`src/verilog/fph_pkg.sv`:
```
// Shared constants, encodings and carrier types of the coprocessor host sequencer
package fph_pkg;
   // ------------------------------------------------------------
   // Register map (byte addresses on the Wishbone port)
   // ------------------------------------------------------------
   localparam logic [7:0] ADR_CMD = 8'h00;
   localparam logic [7:0] ADR_DATA = 8'h04;
   localparam logic [7:0] ADR_AUX = 8'h08;
   // Identification value of this unit; the value is arbitrary
   localparam logic [3:0] OWN_ID = 4'h5;
   // ------------------------------------------------------------
   // Encodings
   // ------------------------------------------------------------
   localparam logic [1:0] FMT_S = 2'h0;
   localparam logic [1:0] FMT_D = 2'h1;
   localparam logic [1:0] FMT_X = 2'h2;
   localparam logic [1:0] FMT_I = 2'h3;
   localparam logic [3:0] OP_MOV = 4'h0;
   localparam logic [3:0] OP_NEG = 4'h1;
   localparam logic [3:0] OP_ABS = 4'h2;
   localparam logic [3:0] OP_CMP = 4'h3;
   localparam logic [1:0] KIND_BCAST = 2'h0;
   localparam logic [1:0] KIND_FETCH = 2'h1;
   localparam logic [1:0] KIND_STAT = 2'h2;
   localparam logic [1:0] KIND_WRITE = 2'h3;
   // ------------------------------------------------------------
   // Auxiliary status fields and reset values
   // ------------------------------------------------------------
   localparam int AUX_RA = 0;
   localparam int AUX_BUSY = 1;
   localparam int AUX_EXC = 2;
   localparam int AUX_STK = 3;
   localparam int AUX_MSK = 8;
   localparam int AUX_CC = 13;
   localparam int AUX_MODE = 16;
   localparam logic [4:0] MASK_RST = 5'h00;
   // ------------------------------------------------------------
   // Format geometry
   // ------------------------------------------------------------
   localparam logic [5:0] FW_S = 6'h17;
   localparam logic [5:0] FW_D = 6'h34;
   localparam logic [17:0] EMAX_S = 18'h000FF;
   localparam logic [17:0] EMAX_D = 18'h007FF;
   localparam logic [17:0] BIAS_S = 18'h0007F;
   localparam logic [17:0] BIAS_D = 18'h003FF;
   localparam logic [17:0] BIAS_X = 18'h03FFF;
   localparam logic [14:0] XS_OFS = 15'h3F80;
   localparam logic [14:0] XD_OFS = 15'h3C00;
   // ------------------------------------------------------------
   // Carriers
   // ------------------------------------------------------------
   typedef struct packed {
      logic [3:0] id;
      logic [3:0] op;
      logic s1_mem;
      logic [1:0] s1_fmt;
      logic [2:0] s1_reg;
      logic s2_mem;
      logic [1:0] s2_fmt;
      logic [2:0] s2_reg;
      logic d_mem;
      logic [1:0] d_fmt;
      logic [2:0] d_reg;
      logic [5:0] unused;
   } fph_cmd_t;
   typedef struct packed {
      logic inv;
      logic unf;
      logic ovf;
      logic dz;
      logic inx;
   } fph_flags_t;
   typedef struct packed {
      logic [95:0] data;
      fph_flags_t fl;
   } fph_conv_t;
endpackage : fph_pkg

```
`src/verilog/fph_fpreg_mem.sv`:
```
// Eight double-extended operand registers with a registered read port
module fph_fpreg_mem (
   // Clock and reset
   input wire logic clk_i,
   input wire logic rst_i,
   // Write port
   input wire logic we_i,
   input wire logic [2:0] waddr_i,
   input wire logic [79:0] wdata_i,
   // Read port
   input wire logic [2:0] raddr_i,
   output logic [79:0] rdata_o
);
   logic [79:0] mem_ff [8];
   logic [79:0] rdata_ff;

   // Storage holds no reset; software loads registers before use
   always_ff @(posedge clk_i) begin
      if (we_i) begin
         mem_ff[waddr_i] <= wdata_i;
      end
   end

   // Read data always one cycle after the address
   always_ff @(posedge clk_i) begin
      if (rst_i) begin
         rdata_ff <= '0;
      end else begin
         rdata_ff <= mem_ff[raddr_i];
      end
   end
   assign rdata_o = rdata_ff;
endmodule : fph_fpreg_mem

```
`src/verilog/fph_host.sv`:
```
// Host protocol sequencer of the floating-point coprocessor, both protocol modes
// Overview of operation
// RL1 - Broadcast command word kept only when its id field matches ours.
// RL2 - Collect exactly the needed operand fetch words into storage.
// RL3 - After executing, raise done and wait for a status fetch.
// RL4 - Status fetch: exception pending flags it and idles, else returns status.
// RL5 - Memory result driven one word per data write, then idle.
// RL6 - Peripheral registers memory mapped; every operation starts with a command write.
// RL7 - Command register write clears the result ready flag.
// RL8 - Operands come from the eight internal registers or the data port.
// RL9 - Master writes memory operands word by word after the command.
// RL10 - Master reads memory results word by word from the data port.
// RL11 - Completion updates condition codes and exception bits in aux status.
// RL12 - Completion sets result ready, raises interrupt, returns to idle.
// RL13 - All transfers use one 32-bit two-way data bus; the Wishbone port has separate 32-bit input and output data buses.
// RL14 - Single, double and double-extended formats are accepted.
// RL15 - Signed 32-bit integers accepted; packed decimal is refused as invalid.
// RL16 - Memory operands are widened to double-extended before use.
// RL17 - Results are rounded to nearest even into the destination format.
// RL18 - Mask and sticky bit for each of five exceptions.
// RL19 - Operation set is move, negate, absolute value and compare.
// RL20 - Reserved command bits should be written as zero.
// RL21 - Protocol mode strap caught during reset, fixed until next reset.
module fph_host (
   // Clock and reset
   input wire logic clk_i,
   input wire logic rst_i,
   // Mode strap: high selects coprocessor protocol
   input wire logic cop_mode_i,
   // Wishbone register slave
   input wire logic wb_cyc_i,
   input wire logic wb_stb_i,
   input wire logic wb_we_i,
   input wire logic [7:0] wb_adr_i,
   input wire logic [3:0] wb_sel_i,
   input wire logic [31:0] wb_dat_i,
   output logic [31:0] wb_dat_o,
   output logic wb_ack_o,
   // Coprocessor transaction port
   input wire logic cop_valid_i,
   input wire logic [1:0] cop_kind_i,
   input wire logic [31:0] cop_dat_i,
   output logic [31:0] cop_dat_o,
   output logic cop_dat_oe_o,
   output logic cop_ack_o,
   output logic cop_exc_o,
   output logic cop_done_o,
   // Interrupt request
   output logic periph_irq_out_o
);
   // ------------------------------------------------------------
   // Conversion helpers
   // ------------------------------------------------------------
   // RL14 - words per format
   function automatic logic [1:0] nwords(input logic [1:0] fmt);
      nwords = (fmt == fph_pkg::FMT_D) ? 2'h2 : (fmt == fph_pkg::FMT_X) ? 2'h3 : 2'h1;
   endfunction : nwords

   function automatic logic [79:0] to_ext(input logic [95:0] w, input logic [1:0] fmt);
      logic [79:0] r;
      logic [31:0] mag;
      logic [7:0] es;
      logic [10:0] ed;
      int pos;
      r = '0;
      pos = 0;
      mag = w[31] ? 32'(-w[31:0]) : w[31:0];
      es = (w[30:23] == 8'h00) ? 8'h01 : w[30:23];
      ed = (w[62:52] == 11'h000) ? 11'h001 : w[62:52];
      case (fmt)
         fph_pkg::FMT_S: begin
            if (w[30:23] == 8'hFF) begin
               r = {w[31], 15'h7FFF, 1'b1, w[22:0], 40'h0};
            end else if (w[30:0] != 31'h0) begin
               r = {w[31], 15'({7'h00, es}) + fph_pkg::XS_OFS, w[30:23] != 8'h00, w[22:0], 40'h0};
            end else begin
               r = {w[31], 79'h0};
            end
         end
         fph_pkg::FMT_D: begin
            if (w[62:52] == 11'h7FF) begin
               r = {w[63], 15'h7FFF, 1'b1, w[51:0], 11'h000};
            end else if (w[62:0] != 63'h0) begin
               r = {w[63], 15'({4'h0, ed}) + fph_pkg::XD_OFS, w[62:52] != 11'h000, w[51:0], 11'h000};
            end else begin
               r = {w[63], 79'h0};
            end
         end
         fph_pkg::FMT_X: begin
            r = w[79:0];
         end
         default: begin
            // Integer: normalise the magnitude behind the explicit bit
            for (int i = 0; i < 32; i++) begin
               if (mag[i]) begin
                  pos = i;
               end
            end
            if (mag != 32'h0) begin
               r = {w[31], fph_pkg::BIAS_X[14:0] + 15'(pos), {32'h0, mag} << 6'(63 - pos)};
            end
         end
      endcase
      to_ext = r;
   endfunction : to_ext

   function automatic fph_pkg::fph_conv_t to_fmt(input logic [79:0] x, input logic [1:0] fmt);
      fph_pkg::fph_conv_t r;
      logic [5:0] fw;
      logic [17:0] e;
      logic [17:0] emax;
      logic [63:0] m;
      logic [52:0] f;
      logic g;
      logic st;
      r = '0;
      fw = (fmt == fph_pkg::FMT_D) ? fph_pkg::FW_D : fph_pkg::FW_S;
      emax = (fmt == fph_pkg::FMT_D) ? fph_pkg::EMAX_D : fph_pkg::EMAX_S;
      e = {3'h0, x[78:64]} - fph_pkg::BIAS_X + ((fmt == fph_pkg::FMT_D) ? fph_pkg::BIAS_D : fph_pkg::BIAS_S);
      m = {x[62:0], 1'b0};
      f = 53'(m >> (7'h40 - {1'b0, fw}));
      g = m[6'h3F - fw];
      st = |(m << (fw + 6'h01));
      // Round to nearest, ties to even; a carry out bumps the exponent
      f = f + 53'(g & (st | f[0]));
      if (f[fw]) begin
         f = '0;
         e = e + 18'h00001;
      end
      if (x[78:64] == 15'h7FFF) begin
         e = emax;
         f = (x[62:0] != 63'h0) ? '1 : '0;
      end else if (x[78:0] == 79'h0) begin
         e = '0;
         f = '0;
      end else if (e[17] || e == 18'h00000) begin
         // Flush to zero: no denormal results are produced
         r.fl.unf = 1'b1;
         r.fl.inx = 1'b1;
         e = '0;
         f = '0;
      end else if (e >= emax) begin
         r.fl.ovf = 1'b1;
         r.fl.inx = 1'b1;
         e = emax;
         f = '0;
      end else begin
         r.fl.inx = g | st;
      end
      case (fmt)
         fph_pkg::FMT_S: r.data = {x[79], e[7:0], f[22:0], 64'h0};
         fph_pkg::FMT_D: r.data = {x[79], e[10:0], f[51:0], 32'h0};
         fph_pkg::FMT_X: r.data = {16'h0000, x};
         default: r.fl.inv = 1'b1;
      endcase
      to_fmt = r;
   endfunction : to_fmt

   function automatic logic [79:0] okey(input logic [79:0] x);
      okey = x[79] ? ~x : {1'b1, x[78:0]};
   endfunction : okey

   // ------------------------------------------------------------
   // State
   // ------------------------------------------------------------
   typedef enum logic [2:0] {
      ST_IDLE, ST_FETCH, ST_RDA, ST_RDB, ST_RDW, ST_EXEC, ST_WAIT, ST_STORE
   } fph_state_t;
   fph_state_t state_ff, nxt_state;
   fph_pkg::fph_cmd_t cmd_ff;
   logic mode_ff;
   logic fidx_ff;
   logic [1:0] wcnt_ff;
   logic [95:0] a_ff, b_ff, out_ff;
   logic [1:0] ocnt_ff;
   logic [4:0] mask_ff, stk_ff;
   logic [2:0] cc_ff;
   logic ra_ff, exc_ff, irq_ff;
   logic [31:0] wb_dat_ff, cop_dat_ff;
   logic wb_ack_ff, cop_ack_ff, cop_oe_ff, cop_exc_ff, cop_done_ff;
   logic [79:0] rdata;

   // ------------------------------------------------------------
   // Request decode
   // ------------------------------------------------------------
   wire wb_go = wb_cyc_i & wb_stb_i & ~wb_ack_ff;
   wire wb_wr = wb_go & wb_we_i & (wb_sel_i == 4'hF);
   wire wb_rd = wb_go & ~wb_we_i;
   wire cop_take = mode_ff & cop_valid_i & ~cop_ack_ff;
   wire idle = (state_ff == ST_IDLE);
   fph_pkg::fph_cmd_t cmd_in;
   assign cmd_in = mode_ff ? cop_dat_i : wb_dat_i;
   // RL1 - id compare at broadcast
   wire cop_cmd = cop_take & (cop_kind_i == fph_pkg::KIND_BCAST) & (cop_dat_i[31:28] == fph_pkg::OWN_ID);
   // RL6 - command write starts an operation
   wire per_cmd = ~mode_ff & wb_wr & (wb_adr_i == fph_pkg::ADR_CMD);
   wire cmd_go = idle & (cop_cmd | per_cmd);
   wire cop_fetch = cop_take & (cop_kind_i == fph_pkg::KIND_FETCH) & (state_ff == ST_FETCH);
   wire cop_stat = cop_take & (cop_kind_i == fph_pkg::KIND_STAT) & (state_ff == ST_WAIT);
   wire cop_wr = cop_take & (cop_kind_i == fph_pkg::KIND_WRITE) & (state_ff == ST_STORE);
   wire cop_go = cop_take & ((cop_kind_i == fph_pkg::KIND_BCAST) | cop_fetch | cop_stat | cop_wr);
   // RL9 - data port writes count only while fetching
   wire per_word = ~mode_ff & wb_wr & (wb_adr_i == fph_pkg::ADR_DATA) & (state_ff == ST_FETCH);
   wire word_stb = cop_fetch | per_word;
   wire [31:0] word_val = mode_ff ? cop_dat_i : wb_dat_i;
   // RL10 - data port read pops one result word
   wire per_pop = ~mode_ff & wb_rd & (wb_adr_i == fph_pkg::ADR_DATA) & (ocnt_ff != 2'h0);
   wire need_a = cmd_in.s1_mem;
   wire need_b = cmd_in.s2_mem & (cmd_in.op == fph_pkg::OP_CMP);
   wire last_w = (wcnt_ff == 2'h1);
   wire more_b = ~fidx_ff & cmd_ff.s2_mem & (cmd_ff.op == fph_pkg::OP_CMP);

   // ------------------------------------------------------------
   // Execution datapath
   // ------------------------------------------------------------
   logic [79:0] a_x, b_x, res_x;
   fph_pkg::fph_conv_t conv;
   fph_pkg::fph_flags_t fl;
   logic [2:0] cc_new;
   // RL16 - memory operands widened to extended
   assign a_x = cmd_ff.s1_mem ? to_ext(a_ff, cmd_ff.s1_fmt) : a_ff[79:0];
   assign b_x = cmd_ff.s2_mem ? to_ext(b_ff, cmd_ff.s2_fmt) : b_ff[79:0];
   // RL19 - sign operations and compare
   assign res_x = (cmd_ff.op == fph_pkg::OP_NEG) ? {~a_x[79], a_x[78:0]} :
                  (cmd_ff.op == fph_pkg::OP_ABS) ? {1'b0, a_x[78:0]} : a_x;
   // RL17 - round into the destination format
   assign conv = to_fmt(res_x, cmd_ff.d_fmt);
   wire a_nan = (a_x[78:64] == 15'h7FFF) & (a_x[62:0] != 63'h0);
   wire b_nan = (b_x[78:64] == 15'h7FFF) & (b_x[62:0] != 63'h0);
   wire is_cmp = (cmd_ff.op == fph_pkg::OP_CMP);
   wire both_z = (a_x[78:0] == 79'h0) & (b_x[78:0] == 79'h0);
   wire bad_op = (cmd_ff.op > fph_pkg::OP_CMP);
   // RL15 - packed decimal has no encoding and is refused
   always_comb begin
      fl = cmd_ff.d_mem & ~is_cmp ? conv.fl : '0;
      fl.inv = fl.inv | bad_op | (is_cmp & (a_nan | b_nan));
      if (is_cmp) begin
         cc_new = {okey(b_x) < okey(a_x), (a_x == b_x) | both_z, a_nan | b_nan};
      end else begin
         cc_new = {res_x[79], res_x[78:0] == 79'h0, (res_x[78:64] == 15'h7FFF) & (res_x[62:0] != 63'h0)};
      end
   end
   wire exc_new = |(fl & ~mask_ff);
   wire reg_we = (state_ff == ST_EXEC) & ~cmd_ff.d_mem & ~is_cmp & ~bad_op;
   wire [2:0] raddr = (state_ff == ST_RDA) ? cmd_ff.s1_reg : cmd_ff.s2_reg;
   wire [31:0] aux_word = {15'h0000, mode_ff, cc_ff, mask_ff, stk_ff, exc_ff, ~idle, ra_ff};

   // RL8 - eight internal operand registers
   fph_fpreg_mem u_regs (
      .clk_i(clk_i),
      .rst_i(rst_i),
      .we_i(reg_we),
      .waddr_i(cmd_ff.d_reg),
      .wdata_i(res_x),
      .raddr_i(raddr),
      .rdata_o(rdata)
   );

   // ------------------------------------------------------------
   // Sequencer
   // ------------------------------------------------------------
   always_comb begin
      nxt_state = state_ff;
      case (state_ff)
         ST_IDLE: if (cmd_go) nxt_state = (need_a | need_b) ? ST_FETCH : ST_RDA;
         // RL2 - exact word count per operand
         ST_FETCH: if (word_stb & last_w & ~more_b) nxt_state = ST_RDA;
         ST_RDA: nxt_state = ST_RDB;
         ST_RDB: nxt_state = ST_RDW;
         ST_RDW: nxt_state = ST_EXEC;
         // RL12 - peripheral mode goes quiescent at once
         ST_EXEC: nxt_state = mode_ff ? ST_WAIT : ST_IDLE;
         // RL4 - exception drops the result
         ST_WAIT: if (cop_stat) nxt_state = (~exc_ff & cmd_ff.d_mem & ~is_cmp) ? ST_STORE : ST_IDLE;
         // RL5 - idle after the last word
         ST_STORE: if (cop_wr & (ocnt_ff == 2'h1)) nxt_state = ST_IDLE;
         default: nxt_state = ST_IDLE;
      endcase
   end

   // RL21 - strap caught while reset is held
   always_ff @(posedge clk_i) begin
      if (rst_i) begin
         mode_ff <= cop_mode_i;
      end
   end

   // Command, fetch counting and operand assembly, most significant word first
   always_ff @(posedge clk_i) begin
      if (rst_i) begin
         state_ff <= ST_IDLE;
         cmd_ff <= '0;
         fidx_ff <= 1'b0;
         wcnt_ff <= 2'h0;
         a_ff <= '0;
         b_ff <= '0;
      end else begin
         state_ff <= nxt_state;
         if (cmd_go) begin
            cmd_ff <= cmd_in;
            fidx_ff <= ~need_a;
            wcnt_ff <= need_a ? nwords(cmd_in.s1_fmt) : nwords(cmd_in.s2_fmt);
         end else if (word_stb) begin
            if (fidx_ff) b_ff <= {b_ff[63:0], word_val};
            else a_ff <= {a_ff[63:0], word_val};
            if (last_w & more_b) begin
               fidx_ff <= 1'b1;
               wcnt_ff <= nwords(cmd_ff.s2_fmt);
            end else begin
               wcnt_ff <= wcnt_ff - 2'h1;
            end
         end
         if (state_ff == ST_RDB && !cmd_ff.s1_mem) a_ff <= {16'h0000, rdata};
         if (state_ff == ST_RDW && !cmd_ff.s2_mem) b_ff <= {16'h0000, rdata};
      end
   end

   // Result buffer: left aligned, shifted one word per transfer
   always_ff @(posedge clk_i) begin
      if (rst_i) begin
         out_ff <= '0;
         ocnt_ff <= 2'h0;
      end else if (state_ff == ST_EXEC) begin
         out_ff <= conv.data;
         ocnt_ff <= (cmd_ff.d_mem & ~is_cmp & ~bad_op) ? nwords(cmd_ff.d_fmt) : 2'h0;
      end else if (cop_wr | per_pop) begin
         out_ff <= {out_ff[63:0], 32'h0};
         ocnt_ff <= ocnt_ff - 2'h1;
      end
   end

   // Status: sticky set wins over a write-one clear
   always_ff @(posedge clk_i) begin
      if (rst_i) begin
         mask_ff <= fph_pkg::MASK_RST;
         stk_ff <= '0;
         cc_ff <= '0;
         ra_ff <= 1'b0;
         exc_ff <= 1'b0;
         irq_ff <= 1'b0;
      end else begin
         if (wb_wr && wb_adr_i == fph_pkg::ADR_AUX) begin
            // RL18 - mask bits written, sticky bits cleared by one
            mask_ff <= wb_dat_i[fph_pkg::AUX_MSK +: 5];
            stk_ff <= (stk_ff & ~wb_dat_i[fph_pkg::AUX_STK +: 5]) | ((state_ff == ST_EXEC) ? fl : 5'h00);
         end else if (state_ff == ST_EXEC) begin
            stk_ff <= stk_ff | fl;
         end
         if (state_ff == ST_EXEC) begin
            // RL11 - condition codes and exception update
            cc_ff <= cc_new;
            exc_ff <= exc_new;
            // RL12 - result ready and interrupt
            ra_ff <= ~mode_ff;
            irq_ff <= ~mode_ff;
         end else if (cmd_go) begin
            // RL7 - command write clears result ready
            ra_ff <= 1'b0;
            irq_ff <= 1'b0;
         end
      end
   end

   // Bus answers: one-cycle acknowledge, registered read data
   always_ff @(posedge clk_i) begin
      if (rst_i) begin
         wb_ack_ff <= 1'b0;
         wb_dat_ff <= '0;
         cop_ack_ff <= 1'b0;
         cop_dat_ff <= '0;
         cop_oe_ff <= 1'b0;
         cop_exc_ff <= 1'b0;
         cop_done_ff <= 1'b0;
      end else begin
         wb_ack_ff <= wb_go;
         if (wb_rd) begin
            wb_dat_ff <= (wb_adr_i == fph_pkg::ADR_CMD) ? cmd_ff :
                         (wb_adr_i == fph_pkg::ADR_AUX) ? aux_word :
                         (per_pop) ? out_ff[95:64] : 32'h0;
         end
         cop_ack_ff <= cop_go;
         // RL13 - drive the shared data bus only on status fetches and data writes
         cop_oe_ff <= cop_stat | cop_wr;
         // RL4 - exception flagged at status fetch
         cop_exc_ff <= cop_stat & exc_ff;
         if (cop_stat) cop_dat_ff <= aux_word;
         else if (cop_wr) cop_dat_ff <= out_ff[95:64];
         // RL3 - done shown while waiting for status
         cop_done_ff <= (nxt_state == ST_WAIT);
      end
   end

   assign wb_ack_o = wb_ack_ff;
   assign wb_dat_o = wb_dat_ff;
   assign cop_ack_o = cop_ack_ff;
   assign cop_dat_o = cop_dat_ff;
   assign cop_dat_oe_o = cop_oe_ff;
   assign cop_exc_o = cop_exc_ff;
   assign cop_done_o = cop_done_ff;
   assign periph_irq_out_o = irq_ff;
endmodule : fph_host

```
`config.mk`:
```
export PLATFORM = sky130hd
export DESIGN_NAME = fph_host
export DESIGN_NICKNAME = d
export VERILOG_FILES = /design/src/verilog/fph_pkg.sv /design/src/verilog/fph_fpreg_mem.sv /design/src/verilog/fph_host.sv
export SDC_FILE = /design/constraint.sdc
export NUM_CORES = 2
export LEC_CHECK = 0
export BUFFER_PORTS_ARGS = -buffer_cell sky130_fd_sc_hd__buf_2
export CORE_ASPECT_RATIO = 0.8
export CORE_MARGIN = 2
export CORE_UTILIZATION = 45
export DETAILED_ROUTE_END_ITERATION = 10
export HOLD_SLACK_MARGIN = 0.08
export PLACE_DENSITY = 0.62
export SLEW_MARGIN = 25
export SYNTH_ARGS = -nofsm -noshare
export SYNTH_HDL_FRONTEND = slang
export SYNTH_SLANG_ARGS = --single-unit
```
`constraint.sdc`:
```
create_clock -name clk_i -period 8.82 [get_ports clk_i]
set_input_delay 2.646 -clock clk_i [delete_from_list [all_inputs] [get_ports clk_i]]
set_output_delay 2.646 -clock clk_i [all_outputs]
set_load 0.005 [all_outputs]
```
**Yosys cells after proc, flatten, opt, wreduce, memory -nomap -nowiden**

Memory sizes are Yosys's and may differ from the RTL's. A register that Yosys moved wholly into a read port is not among the register bits.
Index checks and enable logic that the tools add are counted.

- Bits in registers: 381
- Bits in writable memories: 640
- Input bits: 85
- Output and inout port bits: 70
- Word-level logic and storage cells: 405
- Memories kept: 1

Memories:

| name | depth | bits a word | read ports | clocked after Yosys merged registers in | write ports | RTL line | source |
|---|---|---|---|---|---|---|---|
| u_regs.mem_ff | 8 | 80 | 1 | 1 | 1 | fph_fpreg_mem.sv:14 | `logic [79:0] mem_ff [8];` |

- Add/subtract/negate cells: 19
- $lt $le $gt $ge: 5
- Equality and inequality tests: 42
- Shifts and indexed selects: 4
- Muxes and demuxes: 169
- Bitwise logic cells: 80
- Reduce and logical (&&, ||, !) cells: 52

Operators with widths:

| kind | number |
|---|---|
| $mux 80 | 16 |
| $mux 15 | 60 |
| $mux 79 | 8 |
| $pmux 80 s3 | 2 |
| $reduce_bool 63->1 | 5 |
| $mux 52 | 6 |
| $pmux 96 s3 | 1 |
| $logic_not 79->1 | 3 |
| $mux 32 | 6 |
| $mux 96 | 2 |
| $not 80->80 | 2 |
| $shl 32x6->64 | 2 |
| $eq 80x80->1 | 1 |
| $lt 80x80->1 | 1 |
| $mux 11 | 7 |
| $neg 32->32 | 2 |
| $reduce_bool 32->1 | 2 |
| $reduce_or 64->1 | 1 |
| $shl 64x6->64 | 1 |
| $shr 64x7->53 | 1 |
| $reduce_bool 31->1 | 2 |
| $add 53x1->53 | 1 |
| $and 1x1->1 | 45 |
| $eq 15x15->1 const B | 3 |
| other kinds (60) | 191 |

**Logic depth before layout (Yosys ltp)**

- Depth in word-level cells: 60
- Mapped depth: 47
- Gate-level depth less buffers: 39

**Cells and area by module**

From an unflattened synthesis, not the netlist that was laid out.

- Cells, all modules: 6,556
- Area total of the unflattened synthesis: 64,814.7 um^2

By module, submodules not included:

| module | instances | cells each | area each (um^2) | sequential area each (um^2) |
|---|---|---|---|---|
| fph_host | 1 | 5,449 | 38,907.3 | 7,637.3 |
| fph_fpreg_mem | 1 | 1,107 | 25,907.3 | 20,820.0 |

**Worst setup path before layout**

Ideal clock, no wire load.

- Kind: register to register
- Start point: register a_ff[0]
- End point: register out_ff[68]
- Library setup time: 0.132 ns
- Data arrival time: 9.242 ns
- Data required time: 8.688 ns
- Path slack: -0.554 ns
- Stages on the path, launching flop included: 47
- Buffers on the path: 9
- Period minus slack after synthesis: 9.374 ns
- Cell sequence: dfxtp_1 buf_2 buf_1 inv_1 ha_1 or4b_1 clkbuf_1 nor3_4 nand2_1 o32a_1 a21boi_2 a21boi_1 a21boi_2 inv_2 buf_6 buf_6 buf_2 ha_1 [... 11 more ...] inv_1 o211ai_1 o311ai_4 nor4_4 nand3_1 xnor2_1 ha_1 and3_1 nand3_1 a2111oi_0 and4_1 o32a_1 o21a_1 buf_2 buf_1 nor3_1 a31oi_1 o32ai_1

- Elaborated cells on any way between the ends: 77
- Those cells by class: add/sub: 7; order compare: 1; eq/ne: 1; shift: 3; mux: 55; bitwise: 2; reduce/logical: 8

RTL lines:

| item | RTL line | source |
|---|---|---|
| start: declaration | fph_host.sv:174 | `logic [95:0] a_ff, b_ff, out_ff;` |
| start signal: assignment | fph_host.sv:305 | `else a_ff <= {a_ff[63:0], word_val};` |
| start signal: assignment | fph_host.sv:313 | `if (state_ff == ST_RDB && !cmd_ff.s1_mem) a_ff <= {16'h0000, rdata};` |
| $neg 32->32 | fph_host.sv:67 | `mag = w[31] ? 32'(-w[31:0]) : w[31:0];` |
| $mux 32 | fph_host.sv:67 |  |
| $mux 1 | fph_host.sv:95 | `if (mag[i]) begin` |
| $mux 2 | fph_host.sv:95 |  |
| $mux 15 (29 in series) | fph_host.sv:95 |  |
| $mux 15 | fph_host.sv:70 | `case (fmt)` |
| $add 14x15->15 | fph_host.sv:100 | `r = {w[31], fph_pkg::BIAS_X[14:0] + 15'(pos), {32'h0, mag} << 6'(63 - pos)};` |
| $mux 80 | fph_host.sv:99 | `if (mag != 32'h0) begin` |
| [... 2 more ...] | - |  |
| via a_x[68] | fph_host.sv:216 | `logic [79:0] a_x, b_x, res_x;` |
| [... 5 more ...] | - |  |
| $mux 18 | fph_host.sv:126 | `if (f[fw]) begin` |
| $ge 18x11->1 / $logic_not 18->1 (equally long branches) | fph_host.sv:142, fph_host.sv:136 |  |
| $mux 52 / $logic_or 1x1->1 (equally long branches) | fph_host.sv:142, fph_host.sv:136 |  |
| $mux 52 | fph_host.sv:136 | `end else if (e[17] \|\| e == 18'h00000) begin` |
| $mux 52 | fph_host.sv:133 | `end else if (x[78:0] == 79'h0) begin` |
| $mux 52 | fph_host.sv:130 | `if (x[78:64] == 15'h7FFF) begin` |
| $pmux 96 s3 (*) | fph_host.sv:150 | `case (fmt)` |
| $mux 96 (*) | fph_host.sv:323 | `end else if (state_ff == ST_EXEC) begin` |
| end signal: assignment | fph_host.sv:324 | `out_ff <= conv.data;` |
| end signal: assignment | fph_host.sv:327 | `out_ff <= {out_ff[63:0], 32'h0};` |
| end: declaration | fph_host.sv:174 |  |

The timed path passes the listed nets; every way through them passes the cells marked *. The select of a mux whose other input is x is not followed.
A chain may end at the register's enable or synchronous reset.

**Final worst setup path**

- Start point: register a_ff[1]
- End point: register out_ff[92]

- Word-level cells in the longest chain between the ends: 56
- Elaborated cells on any way between the ends: 74
- Those cells by class: add/sub: 7; order compare: 1; eq/ne: 1; shift: 3; mux: 53; bitwise: 2; reduce/logical: 7

Ends and longest elaborated chain:

| item | RTL line |
|---|---|
| $neg 32->32 | fph_host.sv:67 |
| $mux 32 | fph_host.sv:67 |
| $mux 1 | fph_host.sv:95 |
| $mux 2 | fph_host.sv:95 |
| $mux 15 (29 in series) | fph_host.sv:95 |
| $mux 15 | fph_host.sv:70 |
| $sub 1x6->6 | fph_host.sv:100 |
| $shl 32x6->64 | fph_host.sv:100 |
| [... 12 more ...] | - |
| $mux 18 | fph_host.sv:126 |
| $ge 18x11->1 / $logic_not 18->1 (equally long branches) | fph_host.sv:142, fph_host.sv:136 |
| $mux 11 / $logic_or 1x1->1 (equally long branches) | fph_host.sv:142, fph_host.sv:136 |
| $mux 11 | fph_host.sv:136 |
| $mux 11 | fph_host.sv:133 |
| $mux 11 (*) | fph_host.sv:130 |
| $pmux 96 s3 (*) | fph_host.sv:150 |
| $mux 96 (*) | fph_host.sv:323 |

Mark *: on every way between the ends. The rest lies on a longest branch, timed or not. The select of a mux whose other input is x is not followed.

==> impl_metrics.yaml <==
synth:
  synth.most_common_cell: "nand2_1"
  synthTopCellsByArea: "edfxtp_1, dfxtp_1, nand2_1, nor2_1, xnor2_1"
  synth_top_family_by_area: "simple AND/OR/NAND/NOR gates"
  async_reset_ff_frac: 0
  synth-seq-cells: 1101
  syn_area_um2: 65300
  synth_common_cells: "nand2_1, nor2_1, edfxtp_1"
  synth_edf_count: 641
  synth_area_per_cell_um2: 8.76
  yosys.area.top_type_share: 0.295
  synth.area.mux_share: 0.0214
  synth_adder_area_share: 0.0209
  synth_compound_area_frac: 0.204
  synthSimpleGateAreaFrac: 0.220
  synthCells: 7456
  synth.largest_area_cell: "edfxtp_1"
  ys_warn_count: 0
  synthDistinctLibCells: 128
  synth-xor-area-share: 0.0531
  ys_seq_area_frac: 0.436
  ys.flop_type: "edfxtp_1"
  synth_fp_nets: 7650
setup_path:
  start_kind: "register"
  cp-end-kind: "register"
  cp.arrival_ns: 9.25
  critical_path_class: "reg2reg"
  cpPeakStageDelay_ns: 0.43
  critPathMaxFanout: 20
  crit_path_top_delay_cell: "o32ai_1"
  required_ns: 9.48
  critPathMostFrequentCell: "buf_4"
placed_design:
  dp_cells: 9554
  place_ws_ns: -0.474
  place_area_um2: 71700
  gp_congestion: 1.08
  place.port_buffers: 154
  place_hpwl_um: 244000
pwr:
  leakage_uw: 0.0277
  power_frac_comb: 0.140
  power.density_nw_per_um2: 159
  peakVddDrop_uv: 183
  p_total_uw: 12100
  switching_share: 0.280
  p_switching_uw: 3380
  intPower_uw: 8700
  clkPwrFrac: 0.405
  p_seq_frac: 0.455
floorplanning:
  die_y_um: 345
  placementRows: 125
  boundaryPins: 155
  core_um2: 145000
  start_util: 0.452
  die_area_um2: 148000
  die_x_um: 430
job:
  drv_cap: 0
sta:
  final-setup-viol-count: 0
  period_share: 0.974
  slew_violations: 0
  slew_headroom: 0.143
  postLayoutSetupSlackWorst_ns: 0.230
  worst_pin_slew_ns: 1.27
  post-route-min-period_ns: 8.59
  fin_skew_ns: 0.0546
  max_clock_freq_ghz: 0.116
  final_hold_viol_count: 0
  grt_setup_unrepaired: "true"
routing:
  num_vias: 65412
  vias_per_cell: 6.68
  wl_per_cell_um: 33.7
  drt_iter0_drc: 10708
  first_pass_iters: 9
  postRouteAntennaNets: 0
  routed_wl_um: 330000
  drc_errors: 0
layout:
  drive_above_1_share: 0.168
  fin_nets: 7974
  areaGrowthSynthToFinish_pct: 16.4
  final_core_util: 0.525
  final_area_um2: 76000
  fin_cells: 9790
global_route:
  antenna_found_initial: 30
  grt_pass1_wl_um: 455000
  first_global_vias: 58414
  grt_max_degree: 142
  gr-usage-all-layers: 0.429
  overflow: 0
clock_network:
  cts_buffers: 111
  cts.sinks: 1101
  insertion_delay_ns: 0.79
  cts_buffer_depth: 3
  root_buffer: "clkbuf_16"
  clk_pin_slew_worst_paths_ns: 0.07
  cts_max_level: 3
  cts_tree: "yes"
run_status:
  outcome: "completed"
min_path:
  min_path_type: "reg2reg"
-- worst max-delay path, delay by kind of cell (launching register included) --
family / cells / cell delay, ns
adder cells (fa/ha/maj): 3 / 0.70
flip-flops: 1 / 0.33
AO/OA/AOI/OAI: 15 / 3.41
XOR/XNOR: 1 / 0.17
buffers and inverters: 8 / 1.47
AND/OR/NAND/NOR: 12 / 2.39
-- registers in the layout, indices dropped and copies added (netlist names), 3 cells and up --
signal	flops
a_ff	80
stk_ff	5
wb_dat_o	32
mask_ff	5
u_regs.mem_ff	640
b_ff	80
out_ff	96
cop_dat_o	32
cmd_ff	32
u_regs.rdata_o	80
state_ff	3
cc_ff	3
-- cell families (layout without fill, tap and decap cells) --
group                      after synthesis  count (layout)
buffers and inverters                  735            1154
DFF                                   1101            1101
adders and majority gates              109             109
other                                    0              10
xor gates and xnor gates               393             393
muxes                                  135             135
AOI/OAI and AO/OA                     1832            1832
and+or+nand+nor                       3151            3151
-- metrics by stage --
stage,setup TNS (ns),hold WS [ns]
after detailed placement,-3.36,0.447
after global placement,-1.64,0.444
final,0,0.458
after CTS,0,0.455
after floorplan,-0.0103,0.432
after global routing,-0.0706,0.471
-- power groups by stage --
stage                     clock network, uW  registers (uW)  logic, uW
final                                  4890            5500       1680
after global routing                   5100            5490       1730
after detailed placement                  0            5600       1560
after global placement                    0            5600       1580
after floorplan                           0            5560        786
after CTS                              4920            5490       1570
-- final cells by class --
cell class                 instances  area (um^2)
fill                           13549        68700
multi-input combinational       5620        34800
sequential                      1101        28500
timing repair buffer             839         6190
clock buffer                     152         3110
tap                             1905         2380
clock inverter                    56          613
inverter                         107          404
antenna                           10         25.0
-- cell usage in the layout (no fill, tap or decap), types with 22 or more instances in the layout --
master	n
nor2_1	789
xnor2_1	278
mux2i_1	87
mux2_2	33
xor2_1	110
clkbuf_1	24
a311oi_1	207
edfxtp_1	641
ha_1	108
nor2b_1	39
buf_2	154
o21ai_0	227
and2_1	26
or2_2	26
nand3_1	274
nor3_2	24
o21ai_1	27
o211ai_1	36
nand4_1	93
nand2_1	1304
dfxtp_1	457
buf_4	660
a21oi_1	319
nand2b_1	43
a22o_1	52
clkbuf_16	112
nor3_1	129
a221oi_1	63
a31oi_1	135
a221o_1	24
o22ai_1	38
or3_1	38
o31ai_1	45
a211oi_1	204
nor4_1	89
inv_1	88
and3_1	112
a22oi_1	118
a21o_1	22
-- path summary, 6_finish.rpt --
kind	start	slack [ns]	cells past startpoint	to
setup / recovery	a_ff[1]	0.23	39	out_ff[92]
hold / removal	cop_dat_o[21]	0.46	2	cop_dat_o[21]
setup reg to reg	a_ff[1]	0.23	39	out_ff[92]
hold reg to reg	cop_dat_o[21]	0.46	2	cop_dat_o[21]
-- timing repair --
item                       CTS  global route
hold buffers                 0             0
setup endpoints to repair   59            69
buffers inserted             0            16
pin swaps                    0            24
gates resized for setup     10            61
-- routing by layer --
layer | wire length, um | track usage | part of all wire
met2 | 129000 | 0.584 | 0.39
met1 | 132000 | 0.580 | 0.40
met4 | 23000 | 0.235 | 0.070
met3 | 45700 | 0.165 | 0.14
met5 | 203 | 0 | 0.00062
Note: power is estimated with default switching activity, not from simulation.
